File: config.mk
export PLATFORM = sky130hd
export DESIGN_NAME = adcc_ctrl
export DESIGN_NICKNAME = d
export VERILOG_FILES = /design/src/shared/adcc_pkg.sv /design/src/hdl/adcc_ctrl.sv
export SDC_FILE = /design/constraint.sdc
export NUM_CORES = 1
export LEC_CHECK = 0
export BUFFER_PORTS_ARGS = -buffer_cell sky130_fd_sc_hd__buf_2
export CORE_MARGIN = 2
export CORE_UTILIZATION = 53
export DETAILED_ROUTE_END_ITERATION = 6
export GPL_TIMING_DRIVEN = 0
export HOLD_SLACK_MARGIN = 0.1
export PLACE_DENSITY_LB_ADDON = 0.25
export SYNTH_ARGS = -nofsm -noshare
export SYNTH_HDL_FRONTEND = slang
export SYNTH_SLANG_ARGS = --single-unit
File: constraint.sdc
create_clock -name aclk -period 4.8 [get_ports aclk]
set_input_delay 0.24 -clock aclk [delete_from_list [all_inputs] [get_ports aclk]]
set_output_delay 0.24 -clock aclk [all_outputs]
set_load 0.005 [all_outputs]
File: src/shared/adcc_pkg.sv
/*
 * Constants, field layouts and state record of the converter control
 * block. Assumes byte-wide register indices spaced one word apart.
 */
package adcc_pkg;

    // Register indices; byte address is four times the index
    localparam logic [5:0] IX_MAIN = 6'h00;
    localparam logic [5:0] IX_ACC = 6'h01;
    localparam logic [5:0] IX_REFCLK = 6'h02;
    localparam logic [5:0] IX_DELAY = 6'h03;
    localparam logic [5:0] IX_WIN = 6'h04;
    localparam logic [5:0] IX_SAMPLEN = 6'h05;
    localparam logic [5:0] IX_INSEL = 6'h06;
    localparam logic [5:0] IX_TRIG = 6'h08;
    localparam logic [5:0] IX_EVCTL = 6'h09;
    localparam logic [5:0] IX_IRQEN = 6'h0a;
    localparam logic [5:0] IX_IRQFL = 6'h0b;
    localparam logic [5:0] IX_HALT = 6'h0c;
    localparam logic [5:0] IX_SCR = 6'h0d;
    localparam logic [5:0] IX_RES = 6'h10;
    localparam logic [5:0] IX_WLT = 6'h12;
    localparam logic [5:0] IX_WHT = 6'h14;
    localparam logic [5:0] IX_TRIM = 6'h16;

    // Field positions
    localparam int MC_EN = 0;
    localparam int MC_CONT = 1;
    localparam int MC_RES8 = 2;
    localparam int MC_SBRUN = 7;
    localparam int RC_CAP = 6;
    localparam int RC_REF = 4;
    localparam int FL_DONE = 0;
    localparam int FL_WIN = 1;

    // Writable bit masks; other bits read as zero
    localparam logic [7:0] MSK_MAIN = 8'h87;
    localparam logic [7:0] MSK_ACC = 8'h07;
    localparam logic [7:0] MSK_REFCLK = 8'h77;
    localparam logic [7:0] MSK_WIN = 8'h07;
    localparam logic [7:0] MSK_5B = 8'h1f;
    localparam logic [7:0] MSK_1B = 8'h01;
    localparam logic [7:0] MSK_2B = 8'h03;

    // Reset values
    localparam logic [7:0] RST8 = 8'h00;
    localparam logic [15:0] RST16 = 16'h0000;

    // Accumulation and window codes
    localparam logic [2:0] ACC_NONE = 3'h0;
    localparam logic [2:0] ACC_RSVD = 3'h7;
    localparam logic [2:0] WM_BELOW = 3'h1;
    localparam logic [2:0] WM_ABOVE = 3'h2;
    localparam logic [2:0] WM_INSIDE = 3'h3;
    localparam logic [2:0] WM_OUTSIDE = 3'h4;

    // Reference select codes
    localparam logic [1:0] REF_INTERNAL = 2'h0;
    localparam logic [1:0] REF_SUPPLY = 2'h1;
    localparam logic [1:0] REF_EXTPIN = 2'h2;

    localparam logic [1:0] AXI_OKAY = 2'h0;

    typedef enum logic [1:0] {
        ST_IDLE = 2'b01,
        ST_BUSY = 2'b10
    } adcc_st_t;

    // Controls toward the analog sampling core
    typedef struct packed {
        logic en;
        logic start;
        logic [1:0] ref_sel;
        logic cap_reduced;
        logic [4:0] input_sel;
    } adcc_core_ctl_t;

    typedef struct packed {
        adcc_st_t st;
        logic [7:0] main_control;
        logic [7:0] accumulation_control;
        logic [7:0] reference_clock_control;
        logic [7:0] delay_control;
        logic [7:0] window_mode_control;
        logic [7:0] sampling_length_control;
        logic [7:0] input_select;
        logic [7:0] event_input_control;
        logic [7:0] irq_enable;
        logic [7:0] irq_flag_status;
        logic [7:0] halt_behaviour_control;
        logic [7:0] scratch_byte;
        logic [7:0] sampling_duty_trim;
        logic [15:0] window_low_threshold;
        logic [15:0] window_high_threshold;
        logic [15:0] conversion_value;
        logic [15:0] acc;
        logic [6:0] cnt;
        logic ev_q;
        logic [7:0] divc;
        logic adc_clk;
        logic core_en;
        logic core_start;
        logic result_evt;
        logic irq;
        logic awready;
        logic wready;
        logic bvalid;
        logic arready;
        logic rvalid;
        logic [15:0] rdata;
        logic aw_have;
        logic w_have;
        logic [5:0] awidx;
        logic [15:0] wdata;
        logic [1:0] wstrb;
    } adcc_state_t;

endpackage : adcc_pkg

File: src/hdl/adcc_ctrl.sv
/*
 * Converter control block: AXI4-Lite register file, conversion
 * sequencer with accumulation, window compare, interrupt and the
 * converter clock divider. Assumes the sampling core runs on aclk,
 * answers each start with one core_done pulse carrying core_data,
 * and that standby, halt and event inputs are synchronous to aclk.
 */
// Added by the designer: the AXI4-Lite slave port.
`timescale 1ns/100ps

// Functional notes
// Enable bit gates all conversion activity
// standby_run keeps converter alive in standby
// resolution_select drops two low bits
// Continuous mode restarts after each completion
// Each completed cycle sets conversion_done_flag
// accum_count_select decodes to 1..64 samples
// Accumulated sum is one complete conversion
// reference_select drives core reference choice
// Converter clock is aclk over 2^(p+1)
// sample_cap_select drives reduced capacitance
// Registers sit at their printed offsets
// start_conversion_bit reads one while busy
// window_match cleared by write-one or result read
// window_mode_select chooses the compare condition
// Result-ready event is one-cycle pulse
// Reserved bits and addresses read zero
module adcc_ctrl
    import adcc_pkg::*;
(
    // Clock, reset, enable
    input wire logic aclk,
    input wire logic aresetn,
    input wire logic ce,
    // AXI4-Lite write address and data
    input wire logic [7:0] awaddr,
    input wire logic awvalid,
    output logic awready,
    input wire logic [31:0] wdata,
    input wire logic [3:0] wstrb,
    input wire logic wvalid,
    output logic wready,
    // AXI4-Lite write response
    output logic [1:0] bresp,
    output logic bvalid,
    input wire logic bready,
    // AXI4-Lite read
    input wire logic [7:0] araddr,
    input wire logic arvalid,
    output logic arready,
    output logic [31:0] rdata,
    output logic [1:0] rresp,
    output logic rvalid,
    input wire logic rready,
    // Sampling core
    output adcc_core_ctl_t core_ctl,
    output logic adc_clk,
    input wire logic core_done,
    input wire logic [9:0] core_data,
    // System conditions and events
    input wire logic standby,
    input wire logic dbg_halt,
    input wire logic ev_start_in,
    output logic result_event,
    output logic irq
);

    adcc_state_t s_reg;
    adcc_state_t s_next;

    ////////////////////////////////////////////////////////////////
    // Helper functions

    // Number of samples per complete conversion
    function automatic logic [6:0] acc_target(input logic [2:0] sel);
        logic [6:0] t;
        t = 7'h01;
        // sample count decode
        if (sel != ACC_NONE && sel != ACC_RSVD) begin
            t = 7'h01 << sel;
        end
        return t;
    endfunction : acc_target

    // Window compare on a finished result
    function automatic logic win_hit(
        input logic [2:0] mode,
        input logic [15:0] v,
        input logic [15:0] lt,
        input logic [15:0] ht
    );
        logic h;
        h = 1'b0;
        // compare mode decode
        case (mode)
            WM_BELOW: h = (v < lt);
            WM_ABOVE: h = (v > ht);
            WM_INSIDE: h = (v > lt) && (v < ht);
            WM_OUTSIDE: h = (v < lt) || (v > ht);
            default: h = 1'b0;
        endcase
        return h;
    endfunction : win_hit

    // Register read mux
    function automatic logic [15:0] rd_mux(
        input adcc_state_t s,
        input logic [5:0] idx
    );
        logic [15:0] r;
        r = 16'h0000;
        // printed offset map
        // unmapped reads zero
        case (idx)
            IX_MAIN: r = {8'h00, s.main_control};
            IX_ACC: r = {8'h00, s.accumulation_control};
            IX_REFCLK: r = {8'h00, s.reference_clock_control};
            IX_DELAY: r = {8'h00, s.delay_control};
            IX_WIN: r = {8'h00, s.window_mode_control};
            IX_SAMPLEN: r = {8'h00, s.sampling_length_control};
            IX_INSEL: r = {8'h00, s.input_select};
            // busy reads back
            IX_TRIG: r = {15'h0000, s.st == ST_BUSY};
            IX_EVCTL: r = {8'h00, s.event_input_control};
            IX_IRQEN: r = {8'h00, s.irq_enable};
            IX_IRQFL: r = {8'h00, s.irq_flag_status};
            IX_HALT: r = {8'h00, s.halt_behaviour_control};
            IX_SCR: r = {8'h00, s.scratch_byte};
            IX_RES: r = s.conversion_value;
            IX_WLT: r = s.window_low_threshold;
            IX_WHT: r = s.window_high_threshold;
            IX_TRIM: r = {8'h00, s.sampling_duty_trim};
            default: r = 16'h0000;
        endcase
        return r;
    endfunction : rd_mux

    ////////////////////////////////////////////////////////////////
    // Next-state logic

    // Everything is computed from s_reg into s_next
    always_comb begin
        logic start_req;
        logic active;
        logic [1:0] fl_clr;
        logic [1:0] fl_set;
        logic [15:0] smp;
        logic [15:0] sum;
        logic [6:0] cnt1;
        logic [7:0] lo;
        logic [7:0] hi;
        start_req = 1'b0;
        active = 1'b0;
        fl_clr = 2'b00;
        fl_set = 2'b00;
        smp = 16'h0000;
        sum = 16'h0000;
        cnt1 = 7'h00;
        lo = s_reg.wdata[7:0];
        hi = s_reg.wdata[15:8];
        s_next = s_reg;
        s_next.core_start = 1'b0;
        s_next.result_evt = 1'b0;

        // Read channel: one read in flight, answer next edge
        if (s_reg.rvalid && rready) begin
            s_next.rvalid = 1'b0;
        end
        if (arvalid && s_reg.arready) begin
            s_next.rvalid = 1'b1;
            s_next.rdata = rd_mux(s_reg, araddr[7:2]);
            // result read clears
            if (araddr[7:2] == IX_RES) begin
                fl_clr[FL_WIN] = 1'b1;
            end
        end
        s_next.arready = !s_next.rvalid;

        // Write address and data are captured in either order
        if (awvalid && s_reg.awready) begin
            s_next.aw_have = 1'b1;
            s_next.awidx = awaddr[7:2];
        end
        if (wvalid && s_reg.wready) begin
            s_next.w_have = 1'b1;
            s_next.wdata = wdata[15:0];
            s_next.wstrb = wstrb[1:0];
        end
        if (s_reg.bvalid && bready) begin
            s_next.bvalid = 1'b0;
        end

        // Register write once both halves are held
        if (s_reg.aw_have && s_reg.w_have && !s_reg.bvalid) begin
            s_next.aw_have = 1'b0;
            s_next.w_have = 1'b0;
            s_next.bvalid = 1'b1;
            if (s_reg.wstrb[0]) begin
                // masked writable bits
                case (s_reg.awidx)
                    IX_MAIN: s_next.main_control = lo & MSK_MAIN;
                    IX_ACC: s_next.accumulation_control = lo & MSK_ACC;
                    IX_REFCLK: s_next.reference_clock_control = lo & MSK_REFCLK;
                    IX_DELAY: s_next.delay_control = lo;
                    IX_WIN: s_next.window_mode_control = lo & MSK_WIN;
                    IX_SAMPLEN: s_next.sampling_length_control = lo & MSK_5B;
                    IX_INSEL: s_next.input_select = lo & MSK_5B;
                    IX_TRIG: start_req = lo[0];
                    IX_EVCTL: s_next.event_input_control = lo & MSK_1B;
                    IX_IRQEN: s_next.irq_enable = lo & MSK_2B;
                    // write-one clears
                    IX_IRQFL: fl_clr = lo[1:0];
                    IX_HALT: s_next.halt_behaviour_control = lo & MSK_1B;
                    IX_SCR: s_next.scratch_byte = lo;
                    IX_WLT: s_next.window_low_threshold[7:0] = lo;
                    IX_WHT: s_next.window_high_threshold[7:0] = lo;
                    IX_TRIM: s_next.sampling_duty_trim = lo & MSK_1B;
                    default: ;
                endcase
            end
            if (s_reg.wstrb[1]) begin
                // High bytes exist only on the thresholds
                if (s_reg.awidx == IX_WLT) begin
                    s_next.window_low_threshold[15:8] = hi;
                end
                if (s_reg.awidx == IX_WHT) begin
                    s_next.window_high_threshold[15:8] = hi;
                end
            end
        end
        s_next.awready = !s_next.aw_have && !s_next.bvalid;
        s_next.wready = !s_next.w_have && !s_next.bvalid;

        // Rising edge of the event input also starts a conversion
        s_next.ev_q = ev_start_in;
        if (s_reg.event_input_control[0] && ev_start_in && !s_reg.ev_q) begin
            start_req = 1'b1;
        end

        // enable gating
        // standby survival
        active = s_reg.main_control[MC_EN]
            && (!standby || s_reg.main_control[MC_SBRUN])
            && (!dbg_halt || s_reg.halt_behaviour_control[0]);
        s_next.core_en = active;

        // Sequencer
        unique case (s_reg.st)
            ST_IDLE: begin
                if (active && start_req) begin
                    s_next.st = ST_BUSY;
                    s_next.acc = RST16;
                    s_next.cnt = 7'h00;
                    s_next.core_start = 1'b1;
                end
            end
            ST_BUSY: begin
                // Losing enable aborts; no partial result is stored
                if (!active) begin
                    s_next.st = ST_IDLE;
                end else if (core_done) begin
                    // truncate to eight bits
                    if (s_reg.main_control[MC_RES8]) begin
                        smp = {8'h00, core_data[9:2]};
                    end else begin
                        smp = {6'h00, core_data};
                    end
                    sum = s_reg.acc + smp;
                    cnt1 = s_reg.cnt + 7'h01;
                    // full set completes
                    if (cnt1 == acc_target(s_reg.accumulation_control[2:0])) begin
                        s_next.conversion_value = sum;
                        // done flag
                        fl_set[FL_DONE] = 1'b1;
                        // one-cycle event
                        s_next.result_evt = 1'b1;
                        if (win_hit(s_reg.window_mode_control[2:0], sum,
                                    s_reg.window_low_threshold,
                                    s_reg.window_high_threshold)) begin
                            fl_set[FL_WIN] = 1'b1;
                        end
                        s_next.acc = RST16;
                        s_next.cnt = 7'h00;
                        // continuous restart
                        if (s_reg.main_control[MC_CONT]) begin
                            s_next.core_start = 1'b1;
                        end else begin
                            // auto clear
                            s_next.st = ST_IDLE;
                        end
                    end else begin
                        s_next.acc = sum;
                        s_next.cnt = cnt1;
                        s_next.core_start = 1'b1;
                    end
                end
            end
        endcase

        // Hardware set wins over a clear in the same cycle
        s_next.irq_flag_status[1:0] = (s_reg.irq_flag_status[1:0] & ~fl_clr) | fl_set;
        s_next.irq = |(s_next.irq_flag_status[1:0] & s_next.irq_enable[1:0]);

        // power-of-two divider
        if (s_reg.main_control[MC_EN]) begin
            s_next.divc = s_reg.divc + 8'h01;
        end else begin
            s_next.divc = 8'h00;
        end
        s_next.adc_clk = s_next.divc[s_reg.reference_clock_control[2:0]];
    end

    ////////////////////////////////////////////////////////////////
    // State register

    // Clock enable freezes every bit, including the bus handshake
    always_ff @(posedge aclk) begin
        if (!aresetn) begin
            s_reg <= '0;
            s_reg.st <= ST_IDLE;
        end else if (ce) begin
            s_reg <= s_next;
        end
    end

    ////////////////////////////////////////////////////////////////
    // Outputs, all taken from state bits or constants

    assign awready = s_reg.awready;
    assign wready = s_reg.wready;
    assign bvalid = s_reg.bvalid;
    assign bresp = AXI_OKAY;
    assign arready = s_reg.arready;
    assign rvalid = s_reg.rvalid;
    assign rdata = {16'h0000, s_reg.rdata};
    assign rresp = AXI_OKAY;

    // Core controls
    assign core_ctl.en = s_reg.core_en;
    assign core_ctl.start = s_reg.core_start;
    // reference choice
    assign core_ctl.ref_sel = s_reg.reference_clock_control[RC_REF +: 2];
    // capacitance choice
    assign core_ctl.cap_reduced = s_reg.reference_clock_control[RC_CAP];
    assign core_ctl.input_sel = s_reg.input_select[4:0];

    assign adc_clk = s_reg.adc_clk;
    assign result_event = s_reg.result_evt;
    assign irq = s_reg.irq;

endmodule : adcc_ctrl

== After elaboration in Yosys (flattened, before gate mapping) ==
Index checks and enable logic that the tools add are counted.
Word-level totals
  register bits: 183
  input port bits: 74
  output and inout bits: 54
  logic and storage cells: 209
Operators by class
  add/sub/neg operators: 3
  order comparisons: 5
  equality and inequality tests: 45
  shifts and indexed selects: 1
  muxes and demuxes: 60
  bitwise operators: 4
  reductions and logical operators: 52
Operator list (number)
  one-hot mux 16 bit (17 select lines): 1
  two-way mux 23 bit: 4
  == test 6 x 4 -> 1 bit (second input constant): 12
  AND reduction 4 bit: 16
  two-way mux 16 bit: 3
  one-hot mux 23 bit (2 select lines): 1
  == test 6 x 5 -> 1 bit (second input constant): 7
  == test 6 x 3 -> 1 bit (second input constant): 6
  two-way mux 2 bit: 18
  > comparator 16 bit: 2
  < comparator 16 bit: 2
  two-way mux 7 bit: 4
  == test 6 x 2 -> 1 bit (second input constant): 4
  two-way mux 1 bit: 22
  two-way mux 17 bit: 1
  adder 16 bit: 1
  logical AND 1 bit: 16
  == test 6 x 1 -> 1 bit (second input constant): 2
  zero test 6 bit: 2
  two-way mux 10 bit: 1
  AND reduction 5 bit: 2
  inequality test 3 bit (second input constant): 3
  adder 8 x 1 -> 8 bit (second input constant): 1
  zero test 1 bit: 8
  23 further kinds: 31

== Logic depth before layout (Yosys ltp) ==
  depth in word-level cells: 22
  gate-level depth with buffers: 17

== Worst setup path before layout ==
Ideal clock, no wire load.
  path type: register -> register
  from: register s_reg[230] in the netlist's numbering
  to: register s_reg, in the netlist irq
  data arrival time: 4.448 ns
  required time: 4.713 ns
  slack: 0.265 ns
  stages on the path, launching flop included: 17
  path buffers: 1
  period minus slack after synthesis: 4.535 ns
  cells stage by stage: dfxtp_1 > clkbuf_1 > mux2_2 > ha_1 > fa_1 > a21oi_1 > o2111ai_1 > a41o_1 > nand3_1 > xnor2_1 > ha_1 > or2_2 > a311o_1 > or4b_2 > o211ai_1 > a32oi_1 > o31ai_1
Between the ends
  longest elaborated chain between the ends: 20
  elaborated cells on any way between the ends: 24
RTL lines
  start: declaration: RTL line adcc_ctrl.sv:68  | adcc_state_t s_reg;
  start signal: assignment: RTL line adcc_ctrl.sv:322  | s_reg <= s_next;
  two-way mux 10 bit *: RTL line adcc_ctrl.sv:263  | if (s_reg.main_control[MC_RES8]) begin
  two-way mux 16 bit *: RTL line adcc_ctrl.sv:261  | end else if (core_done) begin
  two-way mux 16 bit *: RTL line adcc_ctrl.sv:259  | if (!active) begin
  two-way mux 16 bit *: RTL line adcc_ctrl.sv:248  | unique case (s_reg.st)
  adder 16 bit *: RTL line adcc_ctrl.sv:268  | sum = s_reg.acc + smp;
  < comparator 16 bit (tied with other cells): RTL line adcc_ctrl.sv:96, adcc_ctrl.sv:99
  logical OR 1 bit / logical AND 1 bit (equally long branches): RTL line adcc_ctrl.sv:99, adcc_ctrl.sv:98
  one-hot mux 1 bit (4 select lines) *: RTL line adcc_ctrl.sv:95  | case (mode)
  [... 4 more ...]
  two-way mux 1 bit *: RTL line adcc_ctrl.sv:277  | if (win_hit(s_reg.window_mode_control[2:0], sum,
  two-way mux 2 bit *: RTL line adcc_ctrl.sv:271  | if (cnt1 == acc_target(s_reg.accumulation_control[2:0])) begin
  two-way mux 2 bit *: RTL line adcc_ctrl.sv:261
  two-way mux 2 bit *: RTL line adcc_ctrl.sv:259
  two-way mux 2 bit *: RTL line adcc_ctrl.sv:248
  OR 2 bit *: RTL line adcc_ctrl.sv:301  | s_next.irq_flag_status[1:0] = (s_reg.irq_flag_status[1:0] & ~fl_clr) | fl_set;
  bitwise AND 2 bit *: RTL line adcc_ctrl.sv:302  | s_next.irq = |(s_next.irq_flag_status[1:0] & s_next.irq_enable[1:0]);
  OR reduction 2 bit *: RTL line adcc_ctrl.sv:302
Every way passes the cells marked *; elsewhere a longest branch is shown, timed or not. The select of a mux whose other input is x is not followed.
A chain may end at the register's enable or synchronous reset.

== Final worst setup path ==
Same ends and word-level chain as after synthesis.

==> flow_metrics.env <==
export IMPL_ys_warn_count=0
export IMPL_setup_worst_path_start_class="flop"
export IMPL_port_buffers=82
export IMPL_relSlewSlack_pct=3.98
export IMPL_fmax_mhz=214
export IMPL_largest_reg_flops=149
export IMPL_setup_viol=0
export IMPL_ys_seq_area_share_pct=36.8
export IMPL_r2r_setup_slack_ns=0.13
export IMPL_peakVddDrop_mv=0.229
export IMPL_outcome="finished, violations left"
export IMPL_synth_area_mm2=0.00997
export IMPL_synth_edff_count=0
export IMPL_p_per_area_mw_per_mm2=281
export IMPL_drt_wl_total_um=29200
export IMPL_final_util_pct=63.2
export IMPL_clock_latency_ns=0.45
export IMPL_finalCritPeriodShare_pct=97.4
export IMPL_clkTransAtPathRegs_ns=0.08
export IMPL_violations="design-rule violations"
export IMPL_worstPathMaxFanout=10
export IMPL_cts_buffers=17
export IMPL_crit_buf_inv=1
export IMPL_p_leak_nw=4.97
export IMPL_grt_overflow=0
export IMPL_report_final_slew_viol_count=0
export IMPL_synthMostInstantiatedCell="dfxtp_1"
export IMPL_layoutNonFillerInstCount=1599
export IMPL_cts_sinks=183
export IMPL_clockBufferDepth=2
export IMPL_drcViolationCount=3
export IMPL_dpl_cell_area_mm2=0.0107
export IMPL_antenna_cells=0
export IMPL_met2WireLength_um=12600
export IMPL_synthCells=1201
export IMPL_fillers=1621
export IMPL_async_flop_share_pct=0
export IMPL_ios=128
export IMPL_max_slew_worst_pin_slew_ns=1.43
export IMPL_place_ws_ns=-0.527
export IMPL_syn_area_per_cell_um2=8.30
export IMPL_ys_types=78
export IMPL_period_needed_ns=4.67
export IMPL_slowest_delay_ns=0.62
export IMPL_crit_chain="clkbuf_8 -> mux2_2 -> ha_1 -> fa_2 -> a21oi_2 -> o2111ai_1 -> a41o_1 -> nand3_2 -> xnor2_2 -> ha_1 -> or2_2 -> a311o_1 -> or4b_2 -> o211ai_1 -> a32oi_1 -> o31ai_1"
export IMPL_drive_above_1_share_pct=15.8
export IMPL_synth_seq_cells=183
export IMPL_die_h_um=141
export IMPL_cp_common_cell="ha_1"
export IMPL_viasPerCell=5.86
export IMPL_crit_required_ns=5.16
export IMPL_yosysTopAreaCellShare_pct=36.8
export IMPL_drt_met1_wl_um=13400
export IMPL_num_rows=50
export IMPL_dieArea_mm2=0.0199
export IMPL_track_usage_pct=28.9
export IMPL_place_inst=1536
export IMPL_cp_end_kind="flop"
export IMPL_fin_ws_ns=0.126
export IMPL_wl_met3_um=2270
export IMPL_start_util_pct=53.6
export IMPL_grt_max_degree=19
export IMPL_area_growth_pct=17.8
export IMPL_final_area_mm2=0.0117
export IMPL_hold_viol=0
export IMPL_critical_path_class="flop to flop"
export IMPL_globalplace_congestion=0.976
export IMPL_drv_cap=0
export IMPL_hold_path_class="input port to flop"
export IMPL_crit_arrival_ns=5.03
export IMPL_dr_max_layer_used="met4"
export IMPL_skew_ns=0.0174
export IMPL_wire_per_inst_um=18.3
export IMPL_antenna_left=0
export IMPL_cp_slowest_cell="or4b_2"
export IMPL_dr_pass1_iters=7
export IMPL_antenna_found_initial=0
export IMPL_cts_max_level=4
export IMPL_synth_top_area_cell="dfxtp_1"
export IMPL_via_count=9364
export IMPL_cts_tree="built"
export IMPL_ys_flop_type="dfxtp_1"
export IMPL_hpwl_um=21300
export IMPL_grt_pass1_wl_um=44800
export IMPL_clockRootBuffer="clkbuf_16"
export IMPL_ys_top_cells_by_count="dfxtp_1, nor2_1, nand2_1"
export IMPL_fin_nets=1471
export IMPL_synth_area_top_cells="dfxtp_1, mux2i_1, nor2_1"
export IMPL_crit_family="compound AO/OA/AOI/OAI gates"
export IMPL_core_mm2=0.0186
export IMPL_drt_iter0_drc=1057
export IMPL_first_global_vias=8303
export IMPL_die_x_um=141
-- where the power goes --
group / total [W] / internal (W) / switching, W
registers: 0.00155 / 0.00153 / 0.0000149
logic: 0.000259 / 0.000104 / 0.000155
clock network: 0.00149 / 0.000808 / 0.000681
total: 0.00330 / 0.00245 / 0.000850
-- worst min-delay path: stages --
cell     delay (ns)
buf_2          0.10
nand2_1        0.05
a21oi_1        0.06
nor2_1         0.07
-- stage by stage --
stage          TNS, ns  total power [W]  hold WS [ns]
2_1_floorplan        0          0.00173         0.376
3_3_place_gp    -0.908          0.00181         0.451
3_5_place_dp    -0.951          0.00182         0.452
4_1_cts              0          0.00329         0.108
5_1_grt        -0.0140          0.00338         0.157
6_report             0          0.00330         0.110
-- logic make-up (layout without fill, tap and decap cells) --
family	count (synthesis)	after routing	share of synthesized area, %
xor+xnor	23	23	2.10
flops	183	183	36.8
simple gates	432	432	20.0
other cells	1	20	0.0376
compound gates	248	248	16.6
buf+inv	167	312	8.38
fa+ha+maj	45	45	5.72
mux	102	102	10.4
-- final cells by class --
type                    instances  area, um^2  area share [%]
plain buffers                 116         654            5.57
clock buffers                  18         439            3.74
clock inverters                14         183            1.56
inverters                      51         191            1.63
multi-input cells             870        5610            47.8
flip-flops and latches        183        3670            31.2
well taps                     234         293            2.49
repair buffers                113         708            6.03
-- worst paths after layout --
check,start,endpoint,cells after the start
worst max register to register,s_reg[230],irq,16
worst min-delay path,rready,rvalid,4
worst min register to register,result_event,result_event,2
worst max-delay path,s_reg[230],irq,16
-- layout by cell type (no fill, tap or decap), types with 7 or more instances in the layout --
master / n
ha_1: 44
dfxtp_1: 182
nand3_1: 44
mux2i_1: 91
a221oi_1: 9
conb_1: 20
dlygate4sd3_1: 26
a22oi_1: 22
a211oi_1: 19
and3_1: 11
nor3b_1: 8
nor3_1: 16
nor2b_1: 14
inv_1: 50
clkbuf_16: 17
a21oi_1: 88
o211ai_1: 7
xnor2_1: 12
nand2_1: 118
buf_2: 92
a222oi_1: 11
clkbuf_1: 50
o21ai_0: 31
xor2_1: 7
buf_4: 53
nand2b_1: 10
nand4_1: 10
mux2_2: 11
nor2_1: 163
-- routing by layer --
metal | vias up | global-route usage, %
met5 | - | 0
met4 | 0 | 11.4
met3 | 75 | 4.62
met2 | 432 | 42.9
met1 | 4356 | 41.9
li1 | 4501 | -
-- what timing repair did --
action                                  4_1_cts  5_1_grt
pin swaps                                     1        5
endpoints found under the setup margin        2        2
endpoints found under the hold margin        26        0
hold buffers                                 26        0
buffers inserted                              1        4
gates resized for setup                       7       11
Power figures use the tool's default switching activity.
